==> src/hdl/lcd_mux_drive_timing_cfg.svh <==
// Offsets, field positions, reset values and timing counts of the LCD drive timing block
`ifndef LCD_MUX_DRIVE_TIMING_CFG_SVH
`define LCD_MUX_DRIVE_TIMING_CFG_SVH
`define SEG_COUNT 80
`define BP_COUNT 4
`define CLK_HZ 40000000
`define INIT_TIME_US 1000
`define INIT_CYCLES (`INIT_TIME_US * (`CLK_HZ / 1000000))
`define FRAME_DIV 24
`define FRAME_HZ 64
`define OSC_DIV_CYCLES (`CLK_HZ / (`FRAME_HZ * `FRAME_DIV))
`define REG_CTRL 8'h00
`define REG_POINTER 8'h04
`define REG_STATUS 8'h08
`define CTRL_RESET 7'h03
`define PTR_POS 0
`define SUBADDR_POS 8
`define ST_INIT_DONE_POS 0
`define ST_EXT_CLK_POS 1
`define ST_STRAP_DONE_POS 2
`define ST_SLOT_POS 4
`define ST_SYNC_POS 8
`define LVL_VSS 2'h0
`define LVL_LOW 2'h1
`define LVL_HIGH 2'h2
`define LVL_LCD_SUPPLY 2'h3
`endif

==> src/hdl/lcd_mux_drive_timing_pkg.sv <==
// Types of the LCD drive timing block
`include "lcd_mux_drive_timing_cfg.svh"
package lcd_mux_drive_timing_pkg;
  typedef logic [1:0] level_t;
  typedef enum logic [1:0] {MUX_STATIC, MUX_1_2, MUX_1_3, MUX_1_4} mux_e;
  typedef struct packed {
    logic bank_out;
    logic bank_in;
    logic blink_en;
    logic disp_en;
    logic bias_half;
    mux_e mux;
  } ctrl_s;
  typedef struct packed {
    logic [7:0] paddr;
    logic psel;
    logic penable;
    logic pwrite;
    logic [31:0] pwdata;
  } apb_req_s;
  typedef struct packed {
    logic [31:0] prdata;
    logic pready;
    logic pslverr;
  } apb_rsp_s;
  typedef logic [`BP_COUNT-1:0][`SEG_COUNT-1:0] ram_cols_t;
  typedef logic [`SEG_COUNT-1:0][1:0] seg_levels_t;
  typedef logic [`BP_COUNT-1:0][1:0] bp_levels_t;
  typedef struct packed {
    ctrl_s ctrl;
    logic [6:0] ptr;
    logic [2:0] subaddr;
    logic [1:0] osc_sync;
    logic [1:0] clk_sync;
    logic [1:0] sync_sync;
    logic clk_prev;
    logic sync_prev;
    logic [1:0] strap_cnt;
    logic strap_done;
    logic ext_sel;
    logic [15:0] div_cnt;
    logic clk_out;
    logic [3:0] tick_cnt;
    logic [2:0] slot;
    logic sync_drive;
    logic [15:0] init_cnt;
    logic init_done;
    logic any_wr;
    logic [31:0] prdata;
    bp_levels_t bp;
    seg_levels_t seg;
  } state_s;
endpackage

==> src/hdl/lcd_mux_drive_timing.sv <==
// Clock selection, power-on state and frame timing of a multiplexed segment LCD driver
//
// The APB interface to the registers and the register addresses were left to the implementer.
`timescale 1ns/10ps
`include "lcd_mux_drive_timing_cfg.svh"

module lcd_mux_drive_timing #(
  parameter int unsigned OSC_DIV = `OSC_DIV_CYCLES,
  parameter int unsigned INIT_CYCLES = `INIT_CYCLES
) (
  input wire logic clk_i,
  input wire logic rst_n_i,
  input wire lcd_mux_drive_timing_pkg::apb_req_s apb_i,
  output lcd_mux_drive_timing_pkg::apb_rsp_s apb_o,
  input wire logic oscillator_source_select_i,
  input wire logic clk_pad_i,
  output logic clk_pad_o,
  output logic clk_pad_oe_o,
  input wire logic sync_n_i,
  output logic sync_n_o,
  output logic sync_n_oe_o,
  input wire lcd_mux_drive_timing_pkg::ram_cols_t display_latch_i,
  output lcd_mux_drive_timing_pkg::bp_levels_t backplane_out_o,
  output lcd_mux_drive_timing_pkg::seg_levels_t segment_outputs_o
);
  import lcd_mux_drive_timing_pkg::*;

  state_s st_q;
  state_s st_d;
  logic [2:0] n_bp;
  logic [3:0] slot_len;
  logic [2:0] last_slot;
  logic pol;
  logic [1:0] row;
  logic [1:0] bit_idx;
  logic tick;
  logic sync_fall;
  logic frame_start;
  logic setup;
  logic access;
  logic hit;
  logic [31:0] rd_word;
  logic third;
  logic realign;

  // ---------------------------------------------------------------
  // Frame sequencing helpers
  // ---------------------------------------------------------------
  function automatic logic [1:0] bp_row(input int k, input mux_e m);
    logic [1:0] r;
    r = 2'(k);
    case (m)
      MUX_STATIC: r = 2'h0;
      MUX_1_2: r = {1'b0, r[0]};
      MUX_1_3: r = (k == 3) ? 2'h1 : r;
      default: r = 2'(k);
    endcase
    return r;
  endfunction

  assign n_bp = {1'b0, st_q.ctrl.mux} + 3'h1;
  assign slot_len = 4'(`FRAME_DIV / (2 * int'(n_bp)));
  assign last_slot = 3'({n_bp, 1'b0} - 4'h1);
  assign pol = st_q.slot >= n_bp;
  // Static drive has a single row, whatever slot a mode change left behind
  assign row = (st_q.ctrl.mux == MUX_STATIC) ? 2'h0
               : (pol ? 2'(st_q.slot - n_bp) : 2'(st_q.slot));
  assign bit_idx = row | ((st_q.ctrl.bank_out && st_q.ctrl.mux <= MUX_1_2) ? 2'h2 : 2'h0);
  assign third = !st_q.ctrl.bias_half && st_q.ctrl.mux != MUX_STATIC;
  assign tick = st_q.strap_done && (st_q.ext_sel ? (st_q.clk_sync[1] && !st_q.clk_prev)
                                                 : (st_q.div_cnt == 16'(OSC_DIV - 1)));
  assign sync_fall = !st_q.sync_sync[1] && st_q.sync_prev;
  assign frame_start = tick && !sync_fall && st_q.slot == last_slot
                       && st_q.tick_cnt == slot_len - 4'h1;

  // ---------------------------------------------------------------
  // Register bus
  // ---------------------------------------------------------------
  assign setup = apb_i.psel && !apb_i.penable;
  assign access = apb_i.psel && apb_i.penable;
  assign hit = apb_i.paddr == `REG_CTRL || apb_i.paddr == `REG_POINTER
               || apb_i.paddr == `REG_STATUS;

  always_comb
  begin
    rd_word = 32'h0;
    case (apb_i.paddr)
      `REG_CTRL: rd_word = {25'h0, st_q.ctrl};
      `REG_POINTER: rd_word = {21'h0, st_q.subaddr, 1'b0, st_q.ptr};
      `REG_STATUS:
      begin
        rd_word[`ST_INIT_DONE_POS] = st_q.init_done;
        rd_word[`ST_EXT_CLK_POS] = st_q.ext_sel;
        rd_word[`ST_STRAP_DONE_POS] = st_q.strap_done;
        rd_word[`ST_SLOT_POS +: 3] = st_q.slot;
        rd_word[`ST_SYNC_POS] = st_q.sync_drive;
      end
      default: rd_word = 32'h0;
    endcase
  end

  // ---------------------------------------------------------------
  // Next state
  // ---------------------------------------------------------------
  always_comb
  begin
    st_d = st_q;
    st_d.osc_sync = {st_q.osc_sync[0], oscillator_source_select_i};
    st_d.clk_sync = {st_q.clk_sync[0], clk_pad_i};
    st_d.sync_sync = {st_q.sync_sync[0], sync_n_i};
    st_d.clk_prev = st_q.clk_sync[1];
    st_d.sync_prev = st_q.sync_sync[1];
    // Strap captured once the synchroniser has filled
    if (!st_q.strap_done)
    begin
      st_d.strap_cnt = st_q.strap_cnt + 2'h1;
      if (st_q.strap_cnt == 2'h2)
      begin
        st_d.strap_done = 1'b1;
        st_d.ext_sel = st_q.osc_sync[1];
      end
    end
    // Internal oscillator divider and pad clock
    st_d.div_cnt = (st_q.div_cnt == 16'(OSC_DIV - 1)) ? 16'h0 : st_q.div_cnt + 16'h1;
    st_d.clk_out = st_q.div_cnt < 16'(OSC_DIV / 2);
    // Reset completion counter
    if (!st_q.init_done)
    begin
      st_d.init_cnt = st_q.init_cnt + 16'h1;
      st_d.init_done = st_q.init_cnt == 16'(INIT_CYCLES - 1);
    end
    // Frame slots, re-aligned by a partner's sync
    if (sync_fall)
    begin
      st_d.tick_cnt = 4'h0;
      st_d.slot = 3'h0;
    end
    else if (tick)
    begin
      if (st_q.tick_cnt >= slot_len - 4'h1 || st_q.slot > last_slot)
      begin
        st_d.tick_cnt = 4'h0;
        st_d.slot = (st_q.slot >= last_slot) ? 3'h0 : st_q.slot + 3'h1;
      end
      else
      begin
        st_d.tick_cnt = st_q.tick_cnt + 4'h1;
      end
    end
    st_d.sync_drive = st_q.ctrl.disp_en && st_d.slot == 3'h0;
    // Register reads and writes
    if (setup)
    begin
      st_d.prdata = rd_word;
    end
    if (access && apb_i.pwrite && hit)
    begin
      st_d.any_wr = 1'b1;
      if (apb_i.paddr == `REG_CTRL)
      begin
        st_d.ctrl = ctrl_s'(apb_i.pwdata[6:0]);
      end
      if (apb_i.paddr == `REG_POINTER)
      begin
        st_d.ptr = apb_i.pwdata[`PTR_POS +: 7];
        st_d.subaddr = apb_i.pwdata[`SUBADDR_POS +: 3];
      end
    end
    // Output levels
    for (int k = 0; k < `BP_COUNT; k++)
    begin
      if (!st_q.ctrl.disp_en)
      begin
        st_d.bp[k] = `LVL_LCD_SUPPLY;
      end
      else if (bp_row(k, st_q.ctrl.mux) == row)
      begin
        st_d.bp[k] = pol ? `LVL_VSS : `LVL_LCD_SUPPLY;
      end
      else
      begin
        st_d.bp[k] = third ? (pol ? `LVL_HIGH : `LVL_LOW) : `LVL_LOW;
      end
    end
    for (int k = 0; k < `SEG_COUNT; k++)
    begin
      if (!st_q.ctrl.disp_en)
      begin
        st_d.seg[k] = `LVL_LCD_SUPPLY;
      end
      else if (display_latch_i[bit_idx][k])
      begin
        st_d.seg[k] = pol ? `LVL_LCD_SUPPLY : `LVL_VSS;
      end
      else if (third)
      begin
        st_d.seg[k] = pol ? `LVL_LOW : `LVL_HIGH;
      end
      else
      begin
        st_d.seg[k] = pol ? `LVL_VSS : `LVL_LCD_SUPPLY;
      end
    end
  end

  always_ff @(posedge clk_i or negedge rst_n_i)
  begin
    if (!rst_n_i)
    begin
      st_q <= '0;
      st_q.ctrl <= ctrl_s'(`CTRL_RESET);
      st_q.osc_sync <= 2'h0;
      st_q.bp <= {`BP_COUNT{`LVL_LCD_SUPPLY}};
      st_q.seg <= {`SEG_COUNT{`LVL_LCD_SUPPLY}};
    end
    else
    begin
      st_q <= st_d;
    end
  end

  // ---------------------------------------------------------------
  // Outputs
  // ---------------------------------------------------------------
  assign apb_o.prdata = st_q.prdata;
  assign apb_o.pready = 1'b1;
  assign apb_o.pslverr = access && !hit;
  assign clk_pad_o = st_q.clk_out;
  assign clk_pad_oe_o = st_q.strap_done && !st_q.ext_sel;
  assign sync_n_o = 1'b0;
  assign sync_n_oe_o = st_q.sync_drive;
  assign backplane_out_o = st_q.bp;
  assign segment_outputs_o = st_q.seg;

  // ---------------------------------------------------------------
  // Assertions
  // ---------------------------------------------------------------
  logic [4:0] hlp_ticks_q;
  logic hlp_ok_q;
  // Own sync at frame start moves nothing
  assign realign = sync_fall && (tick || st_q.slot != 3'h0 || st_q.tick_cnt != 4'h0);
  always_ff @(posedge clk_i or negedge rst_n_i)
  begin
    if (!rst_n_i)
    begin
      hlp_ticks_q <= 5'h0;
      hlp_ok_q <= 1'b0;
    end
    else
    begin
      hlp_ticks_q <= frame_start ? 5'h0 : (tick ? hlp_ticks_q + 5'h1 : hlp_ticks_q);
      hlp_ok_q <= frame_start ? 1'b1
                  : ((realign || (access && apb_i.paddr == `REG_CTRL)) ? 1'b0 : hlp_ok_q);
    end
  end
endmodule

==> config.mk <==
export PLATFORM = sky130hd
export DESIGN_NAME = lcd_mux_drive_timing
export DESIGN_NICKNAME = d
export VERILOG_FILES = /design/src/hdl/lcd_mux_drive_timing_pkg.sv /design/src/hdl/lcd_mux_drive_timing.sv
export VERILOG_INCLUDE_DIRS = /design/src /design/src/hdl
export SDC_FILE = /design/constraint.sdc
export NUM_CORES = 1
export LEC_CHECK = 0
export BUFFER_PORTS_ARGS = -buffer_cell sky130_fd_sc_hd__buf_2
export CAP_MARGIN = 30
export CORE_AREA = 2 2 225 227
export CTS_BUF_LIST = sky130_fd_sc_hd__clkbuf_8
export DETAILED_ROUTE_END_ITERATION = 12
export DIE_AREA = 0 0 227 229
export PLACE_DENSITY_LB_ADDON = 0.25
export SKIP_CTS_REPAIR_TIMING = 1
export SLEW_MARGIN = 40
export SYNTH_ARGS = -nofsm -noshare
export SYNTH_HDL_FRONTEND = slang
export SYNTH_SLANG_ARGS = --single-unit
==> constraint.sdc <==
create_clock -name clk_i -period 8 [get_ports clk_i]
set_clock_uncertainty 0.15 [all_clocks]
set_input_delay 1.6 -clock clk_i [delete_from_list [all_inputs] [get_ports clk_i]]
set_output_delay 1.6 -clock clk_i [all_outputs]
set_load 0.02 [all_outputs]
=== After elaboration in Yosys (flattened, before gate mapping) ===
Cells that the tools add are included.

* Add/subtract/negate cells: 9
* Divide/modulo/power cells: 1
* Order comparisons: 7
* Equality and inequality tests: 11
* Multiplexer cells: 201
* Bitwise gates (word level): 2
* Reductions and logical operators: 31

{| class="wikitable"
|+ Operators with widths
! cell !! count
|-
| 2-bit two-way mux || 185
|-
| 80-bit binary-select mux with 2-bit select || 1
|-
| 80-bit two-way mux || 1
|-
| 16-bit by 1-bit adder with 16-bit output (second input constant) || 2
|-
| 6-bit by 5-bit divider with 32-bit output (first input constant) || 1
|-
| 3-bit one-hot mux with 3 select lines || 2
|-
| 16-bit by 15-bit == test with 1-bit output (second input constant) || 1
|-
| 16-bit == test (second input constant) || 1
|-
| 16-bit by 14-bit < comparator with 1-bit output (second input constant) || 1
|-
| 16-bit two-way mux || 1
|-
| 7-bit two-way mux || 2
|-
| 1-bit logical AND || 12
|-
| 2-bit == test || 4
|-
| 8-bit by 3-bit == test with 1-bit output (second input constant) || 1
|-
| 8-bit by 4-bit == test with 1-bit output (second input constant) || 1
|-
| 8-bit logical NOT || 1
|-
| 3-bit >= comparator || 2
|-
| 1-bit logical NOT || 6
|-
| 3-bit two-way mux || 2
|-
| 2-bit AND reduction || 3
|-
| 4-bit by 1-bit adder with 4-bit output (second input constant) || 1
|-
| 2-bit == test (second input constant) || 2
|-
| 4-bit >= comparator || 1
|-
| 4-bit two-way mux || 1
|-
| 20 further kinds || 27
|}

* Register bits: 270
* Bits of input ports: 368
* Output and inout port bits: 206
* Word-level logic and storage cells: 370

=== Logic depth before layout (Yosys ltp) ===
Gate-level depths: netlist of the first run.

* Word-level depth: 10
* Depth in mapped cells: 13
* Gate-level depth less buffers: 11

=== Worst setup path after synthesis of the first run ===
Ideal clock, no wire load.

* Path kind: input to output
* Start: in apb_i[38] (netlist bit)
* End: out apb_o[0] (netlist bit)
* Arrival time: 2.377 ns
* Data required time: 6.250 ns
* Slack: 3.873 ns
* Stages on the path: 3
* Path buffers: 1
* Path through: buf_1 a21oi_1 nor2_1

{| class="wikitable"
|+ RTL lines
! item !! RTL line !! source
|-
| start, declared || lcd_mux_drive_timing.sv:13 || <nowiki>input wire lcd_mux_drive_timing_pkg::apb_req_s apb_i,</nowiki>
|-
| end, declared || lcd_mux_drive_timing.sv:14 || <nowiki>output lcd_mux_drive_timing_pkg::apb_rsp_s apb_o,</nowiki>
|}

==> results of run 1 <==
-- final cells by class --
type / count / area share
antenna: 1 / 0.000144
clock buffer: 59 / 0.0469
clock inverter: 27 / 0.0126
inverter: 17 / 0.00368
multi-input combinational: 718 / 0.356
sequential: 249 / 0.372
tap: 672 / 0.0485
timing repair buffer: 538 / 0.160
-- how the worst min path moves through the flow --
| stage | startpoint | end | slack [ns] | cells after the start |
|---|---|---|---|---|
| final | st_d[250]$_DFF_PN0_ | st_d[247]$_DFF_PN0_ | 0.20 | 0 |
| after global routing | st_d[252]$_DFF_PN0_ | st_d[248]$_DFF_PN0_ | 0.20 | 0 |
| after CTS | st_d[250]$_DFF_PN0_ | st_d[247]$_DFF_PN0_ | 0.20 | 0 |
| after detailed placement | st_d[250]$_DFF_PN0_ | st_d[247]$_DFF_PN0_ | 0.19 | 0 |
| after global placement | st_d[254]$_DFF_PN0_ | st_q[254]$_DFF_PN0_ | 0.19 | 0 |
| after floorplan | st_d[250]$_DFF_PN0_ | st_d[247]$_DFF_PN0_ | 0.18 | 0 |
-- synth_stat cells, drive strengths merged (2+ instances only) --
master / number / area, um^2
a211oi: 2 / 15.0
a21o: 6 / 45.0
a21oi: 15 / 78.8
a22oi: 2 / 28.8
and2: 3 / 18.8
and3: 5 / 31.3
buf: 232 / 1750
clkbuf: 37 / 139
conb: 2 / 7.51
dfrtp: 79 / 1980
dfstp: 170 / 4470
ha: 20 / 250
inv: 17 / 63.8
mux2: 16 / 180
mux2i: 411 / 4130
nand2: 42 / 158
nand2b: 5 / 31.3
nand3: 14 / 70.1
nand4: 7 / 43.8
nand4b: 4 / 35.0
nor2: 40 / 153
nor2b: 6 / 45.0
nor3: 3 / 15.0
nor3b: 2 / 25.0
nor4: 4 / 55.1
nor4b: 2 / 17.5
o21a: 3 / 30.0
o21ai: 29 / 145
o21bai: 4 / 30.0
o22ai: 2 / 12.5
o31ai: 2 / 15.0
or2: 3 / 18.8
or3b: 2 / 20.0
xnor2: 19 / 166
xor2: 13 / 114
-- power breakdown --
part	internal, W	switching, W
logic	0.000276	0.000438
registers	0.00142	0.0000258
clock network	0.000792	0.000551
-- worst reg2reg max path: stages (launching register included) --
cell	delay [ns]
dfstp_2	0.58
inv_1	0.11
ha_1	0.33
inv_1	0.07
ha_1	0.34
or2_1	0.23
o21ai_1	0.22
a22oi_4	0.12
o21ai_4	0.53
buf_4	0.72
mux2i_1	0.79
mux2i_1	0.27
-- registers in the layout, summed over array words and instances, names as in the netlist --
register / flops
apb_o: 10
backplane_out_o: 8
clk_pad_o: 1
segment_outputs_o: 160
st_d: 5
st_q: 64
sync_n_oe_o: 1
-- routing by layer --
metal	track usage	vias up	wire, um
li1	-	4725	-
met1	0.166	4890	15600
met2	0.272	317	20800
met3	0.0327	67	2690
met4	0.0576	2	1180
met5	0	-	13
-- cell families after synthesis --
kind of cell	Yosys count	synth area share
xor gates and xnor gates	32	0.0194
buffers and inverters	286	0.135
DFF	249	0.446
muxes	427	0.298
AOI/OAI and AO/OA	70	0.0306
and+or+nand+nor	145	0.0529
adders and majority gates	20	0.0173
other	2	0.000520
-- per-stage QoR --
| stage | hold slack, ns | cell area [um^2] | power (W) | worst slack (ns) | util |
|---|---|---|---|---|---|
| floorplan | 0.181 | 14500 | 0.00202 | 3.87 | - |
| global placement | 0.187 | 16300 | 0.00218 | 3.38 | 0.328 |
| detailed placement | 0.189 | 16300 | 0.00219 | 3.39 | 0.328 |
| CTS | 0.198 | 17300 | 0.00358 | 3.34 | 0.348 |
| global route | 0.202 | 17300 | 0.00368 | 3.15 | 0.349 |
| finish | 0.195 | 17300 | 0.00350 | 3.45 | 0.349 |
-- placed cells by master (no fill, tap or decap), types with 14 or more instances in the layout --
| cell | synthesis | final |
|---|---|---|
| clkbuf_8 | 0 | 59 |
| nand2_1 | 42 | 42 |
| o21ai_0 | 20 | 20 |
| conb_1 | 2 | 24 |
| mux2i_1 | 408 | 408 |
| ha_1 | 20 | 20 |
| dfrtp_1 | 79 | 79 |
| dfstp_2 | 170 | 170 |
| mux2_2 | 16 | 16 |
| nand3_1 | 14 | 14 |
| nor2_1 | 39 | 37 |
| a21oi_1 | 14 | 14 |
| buf_2 | 8 | 526 |
| xnor2_1 | 19 | 19 |
| inv_1 | 16 | 33 |
==> metrics.md, run 1 <==
| Metric | Value |
|---|---|
| Sequential-to-total area share from yosys stat | 0.446 |
| Register area | 6440 um^2 |
| Share of cells above drive strength 1 | 0.506 |
| Cell count after synthesis | 1,231 |
| Max clock buf depth | 3 |
| Die height | 229 um |
| Post-synth EDFFs | 0 |
| Num ports | 574 |
| CP top delay family | multiplexers |
| Fillers | 5,064 |
| CTS Root Cell | clkbuf_8 |
| Chip width | 227 um |
| Non-filler cells, final | 2,281 |
| Top FF cell, synth | dfstp_2 |
| Final period util | 0.568 |
| Total Routing Usage GR | 0.149 |
| Clock Pin Slew Worst Setup and Hold Paths | 0.07 ns |
| WP data required | 8.33 ns |
| Number of max-cap violations | 0 |
| DRC Markers | 0 |
| Routed vias/inst | 4.38 |
| Fmax achieved | 0.220 GHz |
| H-tree depth | 2 |
| # rows | 82 |
| Reg2reg end | segment_outputs_o[7]$_DFF_PN1_ |
| Max Slew Vio Count | 0 |
| Syn Area/Cell | 11.7 um^2 |
| Worst path depth | 11 |
| Final hold viol count | 0 |
| Final nets | 1,958 |
| CP Launch Type | register |
| Number of iterations in the first detailed-routing pass | 4 |
| Grt total ovfl | 0 |
| CP startpoint | st_q[265]$_DFFE_PN1P_ |
| Reg2Reg Depth | 11 |
| DR vias | 10,000 |
| Synth Cell Area | 14,400 um^2 |
| ANT nets after route | 0 |
| Die area | 52,000 um^2 |
| Critical path arrival | 4.88 ns |
| Crit-path max FO | 48 |
| Placer Congestion | 0.824 |
| Worst-Margin Slew | 0.863 ns |
| Status | finished, final reports clean |
| VDD IR-drop max | 0.000121 V |
| CP bufs+invs | 3 |
| Core area | 49,700 um^2 |
| Relative slew margins | 0.425 |
| Vias in the first global route | 10,400 |
| Area of the multi-input gates | 6170 um^2 |
| Flops & latches, synth | 249 |
| First-pass GRT wire length | 59.0 mm |
| Synth warn | 0 |
| P per Cell Area | 202 nW/um^2 |
| Crit path cell chain | inv_1, ha_1, inv_1, ha_1, or2_1, o21ai_1, a22oi_4, o21ai_4, buf_4, mux2i_1, mux2i_1 |
| Antenna violations before repair | 2 |
| TritonCTS Buffers | 46 |
| DR iter-0 viols | 309 |
| Sink Count | 249 |
| Asr flop ratio synth | 1.00 |
| CP endpoint | segment_outputs_o[7]$_DFF_PN1_ |
| RSZ-0062 raised after global routing | no |
| CP max stage cell | buf_4 |
| Number of distinct library cells after synthesis | 57 |
| Avg WL per Cell | 17.7 um |
| Area growth from synthesis to layout | 19.9% |
| Slowest stage delay, CP | 0.72 ns |
| Largest net degree at the start of global routing | 160 |
| Setup violators final | 0 |
| Later-pin clock latency in the skew report | 0.58 ns |
| Port bufs | 527 |
| DP Cell Count | 2,193 |
| Critical path class | register to register |
| Crit end category | register |
| Initial Util | 0.291 |
| Min-delay worst type | register to register |
| Total Routed Length | 40.3 mm |
| Final min period | 4.55 ns |
| R2r startpoint | st_q[265]$_DFFE_PN1P_ |
| Dpl hpwl | 29.9 mm |
| Flop2flop setup slack | 3.45 ns |
| TNS Setup | 0 ns |
| CTS tree | yes |
| Lkg Pwr | 9.34 nW |
Note: power is estimated with default switching activity, not from simulation.
==> run 2: changes to the inputs <==
- clock period: 8 -> 4.7 ns (I/O delays scaled with it)
==> run 2 against run 1 <==
Against the previous run:
- register-to-register slack worse by 2.5 ns
- first-iteration DRC count down 12%
- worst setup slack worse by 2.5 ns
- fmax up 22%
- clock-buffer cell count up 4
- routed wire length up 0.39%
- sequential power up 71%
==> metrics.md, run 2 (same netlist as run 1, synthesis figures left out) <==
| Metric | Value |
|---|---|
| Status | finished, final reports clean |
| Share of cells above drive strength 1 | 0.512 |
| Lkg Pwr | 9.38 nW |
| Num ports | 574 |
| Port bufs | 527 |
| DRC Markers | 0 |
| Relative slew margins | 0.490 |
| VDD IR-drop max | 0.000206 V |
| Most frequent cells in the layout | buf_2 (526), mux2i_1 (408), dfstp_2 (170) |
| Final hold viol count | 0 |
| Final nets | 1,964 |
| Final period util | 0.794 |
| Later-pin clock latency in the skew report | 0.60 ns |
| Initial Util | 0.291 |
| R2r startpoint | st_q[265]$_DFFE_PN1P_ |
| Placer Congestion | 0.817 |
| Crit end category | register |
| Worst-Margin Slew | 0.744 ns |
| Total Routed Length | 40.4 mm |
| Max Slew Vio Count | 0 |
| CTS Root Cell | clkbuf_8 |
| CTS tree | yes |
| P per Cell Area | 343 nW/um^2 |
| Placed cell area | 16,400 um^2 |
| WP data required | 5.06 ns |
| Max clock buf depth | 3 |
| Flop2flop setup slack | 0.97 ns |
| Vias in the first global route | 10,500 |
| Crit-path max FO | 44 |
| Reg2reg end | segment_outputs_o[7]$_DFF_PN1_ |
| Avg WL per Cell | 17.7 um |
| Die area | 52,000 um^2 |
| ANT nets after route | 0 |
| Critical path arrival | 4.09 ns |
| TNS Setup | 0 ns |
| Number of max-cap violations | 0 |
| Total Routing Usage GR | 0.151 |
| Number of iterations in the first detailed-routing pass | 4 |
| Routed vias/inst | 4.39 |
| Core area | 49,700 um^2 |
| Final min period | 3.73 ns |
| # rows | 82 |
| DR vias | 10,000 |
| First-pass GRT wire length | 59.7 mm |
| # diodes | 0 |
| Finished Cell Area | 17,500 um^2 |
| Antenna violations before repair | 1 |
| Area growth from synthesis to layout | 21.0% |
| TritonCTS Buffers | 47 |
| Chip width | 227 um |
| Max reg flops | 160 |
| Reg2Reg Depth | 11 |
| CP Launch Type | register |
| RSZ-0062 raised after global routing | no |
| Fmax achieved | 0.268 GHz |
| Setup violators final | 0 |
| Critical path class | register to register |
| H-tree depth | 2 |
| Dpl hpwl | 30.1 mm |
| Clock Pin Slew Worst Setup and Hold Paths | 0.06 ns |
| Largest net degree at the start of global routing | 73 |
| Min-delay worst type | input port to asynchronous set/reset pin |
| Sink Count | 249 |
| Die height | 229 um |
| Final core utilization | 0.352 |
| Hold_ws | 0.0889 ns |
| Commonest non-fill, non-tap cell in the layout | buf_2 |
| Grt total ovfl | 0 |
| DR iter-0 viols | 273 |
[run 2: changes by cell type in the layout (fill, tap and decap cells not counted)]
cell / previous run / this run
clkinvlp_4: 0 / 2
bufinv_16: 4 / 3
clkbuf_8: 59 / 63
clkinv_2: 5 / 6
inv_1: 33 / 26
buf_12: 2 / 10
diode_2: 1 / 0
buf_4: 8 / 5
clkinv_4: 1 / 0
inv_6: 0 / 1
[run 2: where the power goes]
part	internal (W)	switching, W
Clock	0.00136	0.000934
Combinational	0.000483	0.000750
Sequential	0.00241	0.0000470
Total	0.00426	0.00173
[run 2: per-stage QoR]
step	cells	total power (W)	worst slack (ns)
finish	2284	0.00599	0.968
global route	2284	0.00630	0.768
global placement	2198	0.00373	1.01
floorplan	1253	0.00344	1.69
CTS	2284	0.00612	0.953
detailed placement	2199	0.00375	0.962
[run 2: cell type report]
class                           instances  area, um^2
Fill cell                            5045       32200
Sequential cell                       249        6440
Multi-Input combinational cell        718        6170
Timing Repair Buffer                  543        2910
Clock buffer                           63         867
Tap cell                              672         841
Clock inverter                         22         181
Inverter                               17        63.8
[run 2: layer usage]
layer	GRT usage	vias to the layer above	wire length, um
met1	0.169	4898	15800
met2	0.274	326	20800
met3	0.0326	64	2530
li1	-	4733	-
met4	0.0596	2	1260
met5	0	-	18
[run 2: how the worst max path moves through the flow]
stage                                startpoint                              end  slack, ns
after detailed placement  st_q[265]$_DFFE_PN1P_  segment_outputs_o[91]$_DFF_PN1_       0.96
after CTS                 st_q[265]$_DFFE_PN1P_  segment_outputs_o[91]$_DFF_PN1_       0.95
after floorplan           st_q[265]$_DFFE_PN1P_  segment_outputs_o[19]$_DFF_PN1_       1.69
after global placement    st_q[265]$_DFFE_PN1P_   segment_outputs_o[7]$_DFF_PN1_       1.01
after global routing      st_q[265]$_DFFE_PN1P_  segment_outputs_o[73]$_DFF_PN1_       0.77
final                     st_q[265]$_DFFE_PN1P_   segment_outputs_o[7]$_DFF_PN1_       0.97
[run 2: worst max-delay path, cell delays in order, from the launching register on]
cell	delay (ns)
dfstp_2	0.57
inv_1	0.10
ha_1	0.32
inv_1	0.07
ha_1	0.33
or2_1	0.23
o21ai_1	0.20
a22oi_4	0.11
o21ai_4	0.22
buf_12	0.30
mux2i_1	0.69
mux2i_1	0.26
